===== config.mk =====
export PLATFORM = sky130hd
export DESIGN_NAME = ssrs_top
export DESIGN_NICKNAME = d
export VERILOG_FILES = /design/src/shared/ssrs_pkg.sv /design/src/ssrs_top.sv /design/src/ssrs_por_qual.sv
export SDC_FILE = /design/constraint.sdc
export NUM_CORES = 1
export LEC_CHECK = 0
export ABC_CLOCK_PERIOD_IN_PS = 1800
export BUFFER_PORTS_ARGS = -buffer_cell sky130_fd_sc_hd__buf_2
export CAP_MARGIN = 20
export CORE_ASPECT_RATIO = 0.5
export CORE_MARGIN = 5
export CORE_UTILIZATION = 30
export CTS_CLUSTER_DIAMETER = 100
export DETAILED_ROUTE_END_ITERATION = 10
export SLEW_MARGIN = 20
export SYNTH_ARGS = -nofsm -noshare
export SYNTH_HDL_FRONTEND = slang
export SYNTH_SLANG_ARGS = --single-unit

===== constraint.sdc =====
create_clock -name aclk -period 1.8 [get_ports aclk]
set_input_delay 0.27 -clock aclk [delete_from_list [all_inputs] [get_ports aclk]]
set_output_delay 0.27 -clock aclk [all_outputs]
set_load 0.01 [all_outputs]

===== src/shared/ssrs_pkg.sv =====
// constants and types shared by the supply select and reset supervisor
package ssrs_pkg;
  // ---------------------------------------------------------------
  // timing
  // ---------------------------------------------------------------
  localparam int unsigned CLK_PERIOD_NS = 10;
  localparam int unsigned POR_QUAL_NS   = 10000;  // least stable time
  localparam int unsigned POR_QUAL_CYC  = (POR_QUAL_NS + CLK_PERIOD_NS - 1) / CLK_PERIOD_NS;
  localparam int unsigned HRST_NS       = 1000;   // least hard reset pulse
  localparam int unsigned HRST_CYC      = (HRST_NS + CLK_PERIOD_NS - 1) / CLK_PERIOD_NS;
  localparam int unsigned HRST_CW       = $clog2(HRST_CYC + 1);

  // ---------------------------------------------------------------
  // register map, byte addresses
  // ---------------------------------------------------------------
  localparam int unsigned ADDR_W   = 4;
  localparam logic [3:0]  OFS_CTRL = 4'h0;
  localparam logic [3:0]  OFS_SUPV = 4'h4;
  localparam logic [3:0]  OFS_STAT = 4'h8;
  localparam logic [3:0]  OFS_EVT  = 4'hC;

  localparam int unsigned CTRL_W        = 3;
  localparam logic [2:0]  CTRL_RST      = 3'h0;  // manual reset active high
  localparam int unsigned SUPV_W        = 4;
  localparam logic [3:0]  SUPV_RST      = 4'h8;
  localparam int unsigned EVT_W         = 2;
  localparam int unsigned EVT_HRST_BIT  = 0;
  localparam int unsigned EVT_SWOV_BIT  = 1;
  localparam logic [1:0]  RESP_OKAY     = 2'h0;
  localparam logic [1:0]  RESP_SLVERR   = 2'h2;

  // ---------------------------------------------------------------
  // types
  // ---------------------------------------------------------------
  typedef enum logic [1:0] {
    ST_OFF  = 2'h0,
    ST_POR  = 2'h1,
    ST_RUN  = 2'h3,
    ST_HRST = 2'h2
  } ssrs_state_t;

  typedef enum logic [2:0] {
    RS_CTRL = 3'h0,
    RS_SUPV = 3'h1,
    RS_STAT = 3'h2,
    RS_EVT  = 3'h3,
    RS_NONE = 3'h4
  } ssrs_rsel_t;

  // bit 2 opens the switch while manual reset is held, bit 0 polarity
  typedef struct packed {
    logic sw_hold_mrst;
    logic sw_en;
    logic mrst_low;
  } ssrs_ctrl_t;

  typedef struct packed {
    logic        out_sw;
    logic        rst_out_n;
    logic        mrst;
    logic        uv;
    logic        dead_bat;
    logic        sel_pri;
    ssrs_state_t st;
  } ssrs_stat_t;
endpackage


===== src/ssrs_top.sv =====
// supply selection, hard reset and system reset supervisor with axi4-lite
`timescale 1ns/1ps
// Function
// [RL1] both supplies present: run from primary
// [RL2] primary appears on vbus: switch without reset
// [RL3] primary lost with vbus: hard reset, reboot
// [RL4] vbus only: run from regulator, dead battery
// [RL5] circuitry held off until supply good
// [RL6] core enables output switch under programmable conditions
// [RL7] programmable supervisor watches switched output
// [RL8] under-voltage drives system reset low
// [RL9] asserted manual reset drives system reset low
// [RL10] manual reset active high, configurable active low
// [RL11] release reset only when both causes clear
module ssrs_top
  import ssrs_pkg::*;
#(
  parameter int unsigned POR_CNT = POR_QUAL_CYC
) (
  // clock and reset
  input  wire logic              aclk,
  input  wire logic              aresetn,
  // axi4-lite write
  input  wire logic [ADDR_W-1:0] s_axi_awaddr,
  input  wire logic              s_axi_awvalid,
  output logic                   s_axi_awready,
  input  wire logic [31:0]       s_axi_wdata,
  input  wire logic [3:0]        s_axi_wstrb,
  input  wire logic              s_axi_wvalid,
  output logic                   s_axi_wready,
  output logic [1:0]             s_axi_bresp,
  output logic                   s_axi_bvalid,
  input  wire logic              s_axi_bready,
  // axi4-lite read
  input  wire logic [ADDR_W-1:0] s_axi_araddr,
  input  wire logic              s_axi_arvalid,
  output logic                   s_axi_arready,
  output logic [31:0]            s_axi_rdata,
  output logic [1:0]             s_axi_rresp,
  output logic                   s_axi_rvalid,
  input  wire logic              s_axi_rready,
  // analog comparators
  input  wire logic              primary_3v3_supply,
  input  wire logic              vbus_present,
  input  wire logic              vout_uv,
  // board side
  input  wire logic              manual_reset_in,
  output logic                   system_reset_out_n,
  // power path control
  output logic                   sel_primary,
  output logic                   core_run,
  output logic                   hard_reset,
  output logic                   dead_battery,
  output logic                   output_supply_switch,
  output logic [SUPV_W-1:0]      uv_threshold
);
  // ---------------------------------------------------------------
  // supply qualification
  // ---------------------------------------------------------------
  logic [1:0] sup_raw;
  logic [1:0] sup_ok;
  assign sup_raw = {vbus_present, primary_3v3_supply};

  genvar gi;
  generate
    for (gi = 0; gi < 2; gi++) begin : g_por
      ssrs_por_qual #(.CNT(POR_CNT)) u_qual (
        .aclk    (aclk),
        .aresetn (aresetn),
        .present (sup_raw[gi]),
        .good    (sup_ok[gi])
      );
    end
  endgenerate

  logic vin_ok;
  logic vbus_ok;
  assign vin_ok  = sup_ok[0];
  assign vbus_ok = sup_ok[1];

  // ---------------------------------------------------------------
  // registers and bus handshake
  // ---------------------------------------------------------------
  ssrs_ctrl_t          ctrl_r;
  logic [SUPV_W-1:0]   supv_r;
  logic [EVT_W-1:0]    evt_r;
  logic                aw_held_r;
  logic                w_held_r;
  logic [ADDR_W-1:0]   awaddr_r;
  logic [31:0]         wdata_r;
  logic [3:0]          wstrb_r;
  logic                wr_fire;
  ssrs_rsel_t          wsel;
  ssrs_state_t         state_r;
  logic                sel_pri_r;
  logic [HRST_CW-1:0]  hcnt_r;
  logic                swov_ev;
  logic                hrst_ev;
  logic                mrst_act;
  ssrs_stat_t          stat;

  // one decoder serves both read and write paths
  function automatic ssrs_rsel_t dec(input logic [ADDR_W-1:0] a);
    if (a == OFS_CTRL) begin
      dec = RS_CTRL;
    end else if (a == OFS_SUPV) begin
      dec = RS_SUPV;
    end else if (a == OFS_STAT) begin
      dec = RS_STAT;
    end else if (a == OFS_EVT) begin
      dec = RS_EVT;
    end else begin
      dec = RS_NONE;
    end
  endfunction

  assign s_axi_awready = !aw_held_r && !s_axi_bvalid;
  assign s_axi_wready  = !w_held_r && !s_axi_bvalid;
  assign s_axi_arready = !s_axi_rvalid;
  assign wr_fire       = aw_held_r && w_held_r && !s_axi_bvalid;
  assign wsel          = dec(awaddr_r);

  // address and data are latched separately, in either order
  always_ff @(posedge aclk) begin
    if (!aresetn) begin
      aw_held_r <= 1'b0;
      w_held_r  <= 1'b0;
      awaddr_r  <= '0;
      wdata_r   <= '0;
      wstrb_r   <= '0;
    end else begin
      if (s_axi_awvalid && s_axi_awready) begin
        aw_held_r <= 1'b1;
        awaddr_r  <= s_axi_awaddr;
      end else if (wr_fire) begin
        aw_held_r <= 1'b0;
      end
      if (s_axi_wvalid && s_axi_wready) begin
        w_held_r <= 1'b1;
        wdata_r  <= s_axi_wdata;
        wstrb_r  <= s_axi_wstrb;
      end else if (wr_fire) begin
        w_held_r <= 1'b0;
      end
    end
  end

  // write response; unmapped addresses answer slverr
  always_ff @(posedge aclk) begin
    if (!aresetn) begin
      s_axi_bvalid <= 1'b0;
      s_axi_bresp  <= RESP_OKAY;
    end else if (wr_fire) begin
      s_axi_bvalid <= 1'b1;
      s_axi_bresp  <= (wsel == RS_NONE) ? RESP_SLVERR : RESP_OKAY;
    end else if (s_axi_bready) begin
      s_axi_bvalid <= 1'b0;
    end
  end

  // control and supervisor threshold; only byte lane 0 carries bits
  always_ff @(posedge aclk) begin
    if (!aresetn) begin
      ctrl_r <= CTRL_RST;
      supv_r <= SUPV_RST;
    end else if (wr_fire && wstrb_r[0]) begin
      if (wsel == RS_CTRL) begin
        ctrl_r <= wdata_r[CTRL_W-1:0];  // [RL10] [RL6]
      end else if (wsel == RS_SUPV) begin
        supv_r <= wdata_r[SUPV_W-1:0];  // [RL7]
      end
    end
  end

  // sticky events, write one to clear; a new event beats the clear
  always_ff @(posedge aclk) begin
    if (!aresetn) begin
      evt_r <= '0;
    end else begin
      if (wr_fire && wstrb_r[0] && wsel == RS_EVT) begin
        evt_r <= (evt_r & ~wdata_r[EVT_W-1:0]) | {swov_ev, hrst_ev};
      end else begin
        evt_r <= evt_r | {swov_ev, hrst_ev};
      end
    end
  end

  assign stat = '{out_sw: output_supply_switch, rst_out_n: system_reset_out_n,
                  mrst: mrst_act, uv: vout_uv, dead_bat: dead_battery,
                  sel_pri: sel_pri_r, st: state_r};

  // read path answers in the cycle after the address is taken
  always_ff @(posedge aclk) begin
    if (!aresetn) begin
      s_axi_rvalid <= 1'b0;
      s_axi_rdata  <= '0;
      s_axi_rresp  <= RESP_OKAY;
    end else if (s_axi_arvalid && s_axi_arready) begin
      s_axi_rvalid <= 1'b1;
      s_axi_rresp  <= RESP_OKAY;
      case (dec(s_axi_araddr))
        RS_CTRL: s_axi_rdata <= {29'h0, ctrl_r};
        RS_SUPV: s_axi_rdata <= {28'h0, supv_r};
        RS_STAT: s_axi_rdata <= {24'h0, stat};
        RS_EVT:  s_axi_rdata <= {30'h0, evt_r};
        default: begin
          s_axi_rdata <= '0;
          s_axi_rresp <= RESP_SLVERR;
        end
      endcase
    end else if (s_axi_rready) begin
      s_axi_rvalid <= 1'b0;
    end
  end

  // ---------------------------------------------------------------
  // supply sequencer
  // ---------------------------------------------------------------
  logic pri_lost;
  assign pri_lost = sel_pri_r && !vin_ok && vbus_ok;
  assign swov_ev  = (state_r == ST_RUN) && !sel_pri_r && vin_ok;
  assign hrst_ev  = (state_r == ST_RUN) && pri_lost;

  // the hard reset holds for a fixed time so every consumer sees it
  always_ff @(posedge aclk) begin
    if (!aresetn) begin
      state_r   <= ST_OFF;
      sel_pri_r <= 1'b0;
      hcnt_r    <= '0;
    end else begin
      case (state_r)
        ST_OFF: begin
          if (|sup_raw) begin
            state_r <= ST_POR;
          end
        end
        ST_POR: begin
          if (vin_ok || vbus_ok) begin
            state_r   <= ST_RUN;               // [RL5]
            sel_pri_r <= vin_ok;               // [RL1] [RL4]
          end else if (!(|sup_raw)) begin
            state_r <= ST_OFF;
          end
        end
        ST_RUN: begin
          if (pri_lost) begin
            state_r <= ST_HRST;                // [RL3]
            hcnt_r  <= '0;
          end else if (vin_ok) begin
            sel_pri_r <= 1'b1;                 // [RL1] [RL2]
          end else if (vbus_ok) begin
            sel_pri_r <= 1'b0;                 // [RL4]
          end else begin
            state_r <= ST_OFF;
          end
        end
        ST_HRST: begin
          sel_pri_r <= 1'b0;
          if (hcnt_r == HRST_CW'(HRST_CYC - 1)) begin
            state_r <= ST_OFF;                 // [RL3]
          end else begin
            hcnt_r <= hcnt_r + 1'b1;
          end
        end
        default: state_r <= ST_OFF;
      endcase
    end
  end

  assign sel_primary  = sel_pri_r;
  assign core_run     = (state_r == ST_RUN);   // [RL5]
  assign hard_reset   = (state_r == ST_HRST);
  assign dead_battery = core_run && !sel_pri_r;  // [RL4]
  assign uv_threshold = supv_r;                // [RL7]

  // ---------------------------------------------------------------
  // output switch and system reset
  // ---------------------------------------------------------------
  assign mrst_act = manual_reset_in ^ ctrl_r.mrst_low;  // [RL10]

  // switch closes only while running from a good primary supply
  always_ff @(posedge aclk) begin
    if (!aresetn) begin
      output_supply_switch <= 1'b0;
    end else begin
      output_supply_switch <= core_run && vin_ok && ctrl_r.sw_en &&
                              !(ctrl_r.sw_hold_mrst && mrst_act);  // [RL6]
    end
  end

  // reset stays low from bus reset until both causes are clear
  always_ff @(posedge aclk) begin
    if (!aresetn) begin
      system_reset_out_n <= 1'b0;
    end else begin
      system_reset_out_n <= !(vout_uv || mrst_act);  // [RL8] [RL9] [RL11]
    end
  end

  // ---------------------------------------------------------------
  // assertions
  // ---------------------------------------------------------------
  property p_pri_pref;
    @(posedge aclk) disable iff (!aresetn)
    core_run && vin_ok && !pri_lost |=> sel_primary;
  endproperty
  a_pri_pref: assert property (p_pri_pref) else $error("primary not preferred");  // RL1

  property p_swover;
    @(posedge aclk) disable iff (!aresetn)
    core_run && !sel_primary && vin_ok |=> core_run && sel_primary && !hard_reset;
  endproperty
  a_swover: assert property (p_swover) else $error("switch-over caused reset");  // RL2

  property p_hrst;
    @(posedge aclk) disable iff (!aresetn)
    core_run && sel_primary && !vin_ok && vbus_ok |=> hard_reset [*8] ##1 !core_run;
  endproperty
  a_hrst: assert property (p_hrst) else $error("no hard reset on primary loss");  // RL3

  property p_dead;
    @(posedge aclk) disable iff (!aresetn)
    core_run && !vin_ok && vbus_ok && !sel_primary |=> dead_battery && core_run;
  endproperty
  a_dead: assert property (p_dead) else $error("vbus run not flagged");  // RL4

  property p_por;
    @(posedge aclk) disable iff (!aresetn)
    $rose(core_run) |-> $past(vin_ok || vbus_ok);
  endproperty
  a_por: assert property (p_por) else $error("core started without good supply");  // RL5

  property p_sw;
    @(posedge aclk) disable iff (!aresetn)
    output_supply_switch |-> $past(ctrl_r.sw_en && vin_ok && core_run);
  endproperty
  a_sw: assert property (p_sw) else $error("switch closed without enable");  // RL6

  property p_supv;
    @(posedge aclk) disable iff (!aresetn)
    $changed(uv_threshold) |-> $past(wr_fire && wsel == RS_SUPV);
  endproperty
  a_supv: assert property (p_supv) else $error("threshold changed without write");  // RL7

  property p_uv;
    @(posedge aclk) disable iff (!aresetn)
    vout_uv |=> !system_reset_out_n;
  endproperty
  a_uv: assert property (p_uv) else $error("undervoltage did not reset");  // RL8

  property p_mrst;
    @(posedge aclk) disable iff (!aresetn)
    (manual_reset_in != ctrl_r.mrst_low) |=> !system_reset_out_n;
  endproperty
  a_mrst: assert property (p_mrst) else $error("manual reset ignored");  // RL9

  property p_release;
    @(posedge aclk) disable iff (!aresetn)
    aresetn && !vout_uv && !mrst_act |=> system_reset_out_n;
  endproperty
  a_release: assert property (p_release) else $error("reset not released");  // RL11

  c_swover: cover property (@(posedge aclk) disable iff (!aresetn) swov_ev);
  c_hrst:   cover property (@(posedge aclk) disable iff (!aresetn) hrst_ev);
  c_dead:   cover property (@(posedge aclk) disable iff (!aresetn) dead_battery);
  c_mlow:   cover property (@(posedge aclk) disable iff (!aresetn)
                            ctrl_r.mrst_low && !system_reset_out_n && !vout_uv);
endmodule


===== src/ssrs_por_qual.sv =====
// power-on qualifier: a supply counts as good after staying present
`timescale 1ns/1ps
module ssrs_por_qual
  import ssrs_pkg::*;
#(
  parameter int unsigned CNT = POR_QUAL_CYC
) (
  // clock and reset
  input  wire logic aclk,
  input  wire logic aresetn,
  // comparator level and qualified result
  input  wire logic present,
  output logic      good
);
  localparam int unsigned CW = $clog2(CNT + 1);
  localparam logic [CW-1:0] LAST = CW'(CNT - 1);

  logic [CW-1:0] cnt_r;

  // count stable cycles; a drop clears at once so loss is never delayed
  always_ff @(posedge aclk) begin
    if (!aresetn || !present) begin
      cnt_r <= '0;
      good  <= 1'b0;
    end else if (!good) begin
      if (cnt_r == LAST) begin
        good <= 1'b1;
      end else begin
        cnt_r <= cnt_r + 1'b1;
      end
    end
  end
endmodule


Word level (Yosys, flattened, before mapping)

Cells that the tools add are included.
Widths: inputs -> output; s select.

Bits in registers: 92
Bits in latches: 0
Memory bits (writable): 0
ROM bits: 0
Input bits: 55
Output and inout bits: 51
Logic and storage cells: 159
Memories: 0

Add/subtract/negate cells: 3
Multipliers: 0
Divide/modulo/power cells: 0
$lt $le $gt $ge: 0
Equality and inequality tests: 28
Shifts and indexed selects: 0
Muxes and demuxes: 41
Bitwise gates (word level): 10
Reduce and logical (&&, ||, !) cells: 53

Operator list:

| cell                  | count |
|---|---|
| $pmux 8 s4            | 1 |
| $mux 3                | 10 |
| $add 10x1->10 const B | 2 |
| $eq 10x10->1 const B  | 2 |
| $mux 2                | 10 |
| $logic_and 1x1->1     | 18 |
| $eq 4x4->1 const B    | 4 |
| $mux 1                | 15 |
| $mux 7                | 2 |
| $pmux 7 s2            | 1 |
| $logic_not 1->1       | 11 |
| $reduce_bool 2->1     | 5 |
| $eq 3x2->1 const B    | 3 |
| $ne 3x3->1 const B    | 3 |
| $eq 4x3->1 const B    | 2 |
| $logic_not 4->1       | 2 |
| $ne 2x2->1 const B    | 4 |
| $pmux 2 s4            | 1 |
| $add 7x1->7 const B   | 1 |
| $eq 7x7->1 const B    | 1 |
| $eq 3x1->1 const B    | 2 |
| $logic_not 3->1       | 2 |
| $reduce_and 2->1      | 3 |
| $reduce_and 3->1      | 2 |
| other kinds (18)      | 28 |

Longest topological paths before layout

Depth after elaboration: 10
Gate-level depth with buffers: 5
Depth with buffers taken out: 4

Hierarchy

Synthesis repeated with hierarchy kept, for this count alone.

Cells, all modules: 375
Area, all modules: 3384.5 µm²

By module, submodules not included:

| module        | times used | cells an instance | area each (µm²) | sequential area each (µm²) |
|---|---|---|---|---|
| ssrs_top      | 1          | 243               | 2233.4          | 880.8 |
| ssrs_por_qual | 2          | 66                | 575.6           | 220.2 |

Least setup slack after synthesis

Ideal clock, no wire load.

Kind: register -> register
Start point: register g_por[1].u_qual.cnt_r[0]
End point: register g_por[1].u_qual.cnt_r[8]
Library setup time: 0.071 ns
Arrival time: 1.345 ns
Data required time: 1.729 ns
Path slack: 0.384 ns
Stages on the path, launching flop included: 5
Buffers on the path: 0
Clock period less this slack: 1.416 ns
Path through: dfxtp_1 > ha_1 > inv_1 > or4_1 > a21oi_1

Word-level cells in the longest chain between the ends: 3
Elaborated cells on any way between the ends: 4
Classes of those cells: add/sub (1); eq/ne (1); bitwise (1); reduce/logical (1)

Ends and longest elaborated chain:

| element                                               | RTL line            | source |
|---|---|---|
| start, declared                                       | ssrs_por_qual.sv:18 | `logic [CW-1:0] cnt_r;` |
| start signal, assigned                                | ssrs_por_qual.sv:29 | `cnt_r <= cnt_r + 1'b1;` |
| branches (longest 3 deep; another with $add 10x1->10) | n/a                 |  |

Parallel ways; which one is timed is not known.
A chain may end at the register's enable or synchronous reset.

Final worst setup path

Same ends and word-level chain as after synthesis.

==> flow_summary.yaml <==
status:
  run_status: "finished, final reports clean"
drt:
  vias_per_cell: 4.98
  drt.antenna.violating_nets: 0
  drtIter0Drc: 169
  num_vias: 2851
  detail_route.first_pass.iterations: 4
  totalWireLength_um: 7440
  route.detailed.drc: 0
  wl_per_cell_um: 13.0
global_route:
  grt_antenna_before_repair: 0
  grt_remaining_overflow: 0
  track_usage: 0.116
  grt_first_pass_wirelength_um: 12800
  grt_pass1_vias: 2609
  pin_count_of_the_biggest_net_entering_global_routing: 29
yosys:
  synth.avg_cell_area_sq_um: 8.96
  synth.lib_cells_used.distinct: 60
  cells_taking_the_most_area_after_synthesis: "sky130_fd_sc_hd__dfxtp_1, sky130_fd_sc_hd__buf_4, sky130_fd_sc_hd__a21oi_1"
  async_reset_ff_frac: 0
  ys_dominant_reg_cell: "sky130_fd_sc_hd__dfxtp_1"
  yosys.area.top_type_share: 0.399
  yosysWarnings: 0
  postSynthRegisterBits: 66
  synth-seq-area-share: 0.399
  postSynthCellCount: 370
  synth_cell_area_sq_um: 3310
  number_of_enable_flip_flop_cells_after_synthesis: 0
  yosysTopAreaCell: "sky130_fd_sc_hd__dfxtp_1"
clock_tree:
  tritoncts: "done"
  clock_insertion_delay_worst_skew_ns: 0.33
  cts-htree-levels: 3
  numCtsBuffers: 9
  post_cts_resized: 0
  clk_transition_reported_paths_ns: 0.05
  holdBufCountCts: 0
  clock-sinks: 66
  root_buffer: "sky130_fd_sc_hd__clkbuf_16"
  clock_tree.buffer_depth: 2
  post_cts.repair.setup_buffers: 0
power_and_ir_drop:
  swShare: 0.234
  power-per-cell-area_nw_per_um2: 872
  share_seq_of_total_power: 0.457
  clock_power_share: 0.467
  leakage_nw: 1.52
  cellInternalPower_mw: 2.60
  vdd_ir_drop_max_mv: 0.579
  p_comb_frac: 0.076
  power.net_switching_mw: 0.795
floorplan:
  initial_standard_cell_utilization_of_the_core: 0.304
  vertical_die_dimension_um: 84.3
  die_w_um: 159
  rows: 27
  top_level_ports: 106
  die-area_sq_um: 13400
  core_area_sq_um: 10900
min_path:
  hold_class: "input pin to flip-flop"
final_layout:
  drive_above_1_share: 0.194
  most_common_library_cell_in_the_layout_ignoring_fill_and_taps: "sky130_fd_sc_hd__dfxtp_1"
  area_occupied_by_registers_sq_um: 1320
  share_of_the_core_filled_with_cells: 0.357
  layout.nets: 481
  areaGrowthSynthToFinish_pct: 17.6
  most-common-layout-cells: "sky130_fd_sc_hd__dfxtp_1, sky130_fd_sc_hd__buf_2, sky130_fd_sc_hd__a21oi_1"
  multi_input_area_sq_um: 1790
  instances_no_fill: 572
  number_of_antenna_repair_diodes: 0
  fillers: 1138
placed_design:
  dpl.cell_count: 557
  io_buffer_count: 48
  detailedPlacementHpwl_um: 5460
  gp_routability_congestion: 0.765
timing:
  setup_total_negative_slack_ns: 0
  slew_viol_final: 0
  hold_ws_ns: 0.126
  worst_slew_pin_slew_ns: 0.516
  rsz_0062_raised_after_global_routing: "no"
  fin_worst_skew_ns: 0.00607
  post-route-period-util: 0.907
  hold_viol: 0
  achievable-frequency_ghz: 0.613
  layout_min_cycle_time_ns: 1.63
  timing.max_slew.rel_slack: 0.651
  setup_violations: 0
job:
  max_cap_violations: 0
setup_path:
  cp-end-kind: "flip-flop"
  worst-path-max-fanout: 7
  cp.required_ns: 2.05
  timing.critical_path.arrival_ns: 1.89
  timing.setup.critical_path_class: "flip-flop to flip-flop"
  critical_path.startpoint_type: "flip-flop"
-- cells by family (layout without fill, tap and decap cells) --
family                     count (synthesis)  after routing  share of synthesized area
and+or+nand+nor                          143            143                      0.276
AOI/OAI and AO/OA                         91             91                      0.166
DFF                                       66             66                      0.399
buffers and inverters                     49             81                     0.0891
muxes                                     14             14                     0.0498
adders and majority gates                  3              3                     0.0113
xor gates and xnor gates                   3              3                    0.00793
other                                      1             26                    0.00113
-- final cells by class --
cell class                 instances  area share
clock buffer                      13      0.0668
multi-input combinational        280       0.460
clock inverter                     2     0.00321
inverter                          12      0.0116
sequential                        66       0.339
timing repair buffer              54      0.0732
tap                              145      0.0465
-- layer usage --
| metal | vias up | wire [um] | GRT usage | part of all wire |
|---|---|---|---|---|
| met3 | 6 | 351 | 0.0386 | 0.047 |
| li1 | 1438 | - | - | - |
| met1 | 1345 | 3580 | 0.151 | 0.48 |
| met5 | - | 0 | 0 | 0 |
| met2 | 62 | 3420 | 0.181 | 0.46 |
| met4 | 0 | 93 | 0.0348 | 0.012 |
-- power by group through the flow --
stage | Clock, mW | Sequential [mW] | Combinational (mW)
floorplan | 0 | 1.57 | 0.222
global placement | 0 | 1.58 | 0.257
detailed placement | 0 | 1.58 | 0.258
CTS | 1.64 | 1.55 | 0.258
global route | 1.70 | 1.56 | 0.295
finish | 1.59 | 1.55 | 0.258
-- cell usage after synthesis, types with 3 or more instances --
library cell / number
sky130_fd_sc_hd__nand4b_1: 6
sky130_fd_sc_hd__nor4b_1: 3
sky130_fd_sc_hd__nand4_1: 4
sky130_fd_sc_hd__clkbuf_1: 4
sky130_fd_sc_hd__or3_1: 7
sky130_fd_sc_hd__buf_4: 26
sky130_fd_sc_hd__a31oi_1: 3
sky130_fd_sc_hd__a21oi_1: 34
sky130_fd_sc_hd__nor2_1: 24
sky130_fd_sc_hd__nor2b_1: 7
sky130_fd_sc_hd__or4_1: 8
sky130_fd_sc_hd__buf_1: 3
sky130_fd_sc_hd__nand3_1: 22
sky130_fd_sc_hd__and2_1: 4
sky130_fd_sc_hd__inv_1: 11
sky130_fd_sc_hd__mux2i_1: 12
sky130_fd_sc_hd__o21a_1: 4
sky130_fd_sc_hd__ha_1: 3
sky130_fd_sc_hd__a32oi_1: 4
sky130_fd_sc_hd__nand2b_1: 4
sky130_fd_sc_hd__xor2_1: 3
sky130_fd_sc_hd__buf_2: 3
sky130_fd_sc_hd__o31ai_1: 8
sky130_fd_sc_hd__o211ai_1: 4
sky130_fd_sc_hd__nand2_1: 21
sky130_fd_sc_hd__dfxtp_1: 66
sky130_fd_sc_hd__o21ai_0: 23
sky130_fd_sc_hd__nand3b_1: 3
-- worst max-delay path, cell delays in order (launching register included) --
cell and delay [ns]:
sky130_fd_sc_hd__dfxtp_1 0.43, sky130_fd_sc_hd__ha_1 0.32, sky130_fd_sc_hd__inv_1 0.14, sky130_fd_sc_hd__or4_1 0.52, sky130_fd_sc_hd__a21oi_1 0.14
-- metrics by stage --
step | setup WS, ns | cell area [sq um] | power (mW)
detailed placement | 0.213 | 3620 | 1.84
finish | 0.167 | 3900 | 3.40
floorplan | 0.384 | 3410 | 1.79
CTS | 0.187 | 3900 | 3.45
global route | 0.0701 | 3900 | 3.55
global placement | 0.237 | 3620 | 1.84
-- path summary, 6_finish.rpt --
path | from | to | slack, ns | cells after the start
worst min register to register | s_axi_rdata[0] | s_axi_rdata[0] | 0.46 | 2
worst min-delay path | vout_uv | system_reset_out_n | 0.13 | 2
worst max-delay path | g_por[1].u_qual.cnt_r[0] | g_por[1].u_qual.cnt_r[8] | 0.17 | 4
worst max register to register | g_por[1].u_qual.cnt_r[0] | g_por[1].u_qual.cnt_r[8] | 0.17 | 4
-- state kept, by name, summed over array words and instances (netlist names), 2 cells and up --
register,flops
wdata_r,4
g_por.u_qual.cnt_r,20
s_axi_rdata,8
g_por.u_qual.good,2
ctrl_r,3
uv_threshold,4
evt_r,2
hcnt_r,7
state_r,2
awaddr_r,4
(Power assumes the default switching activity.)
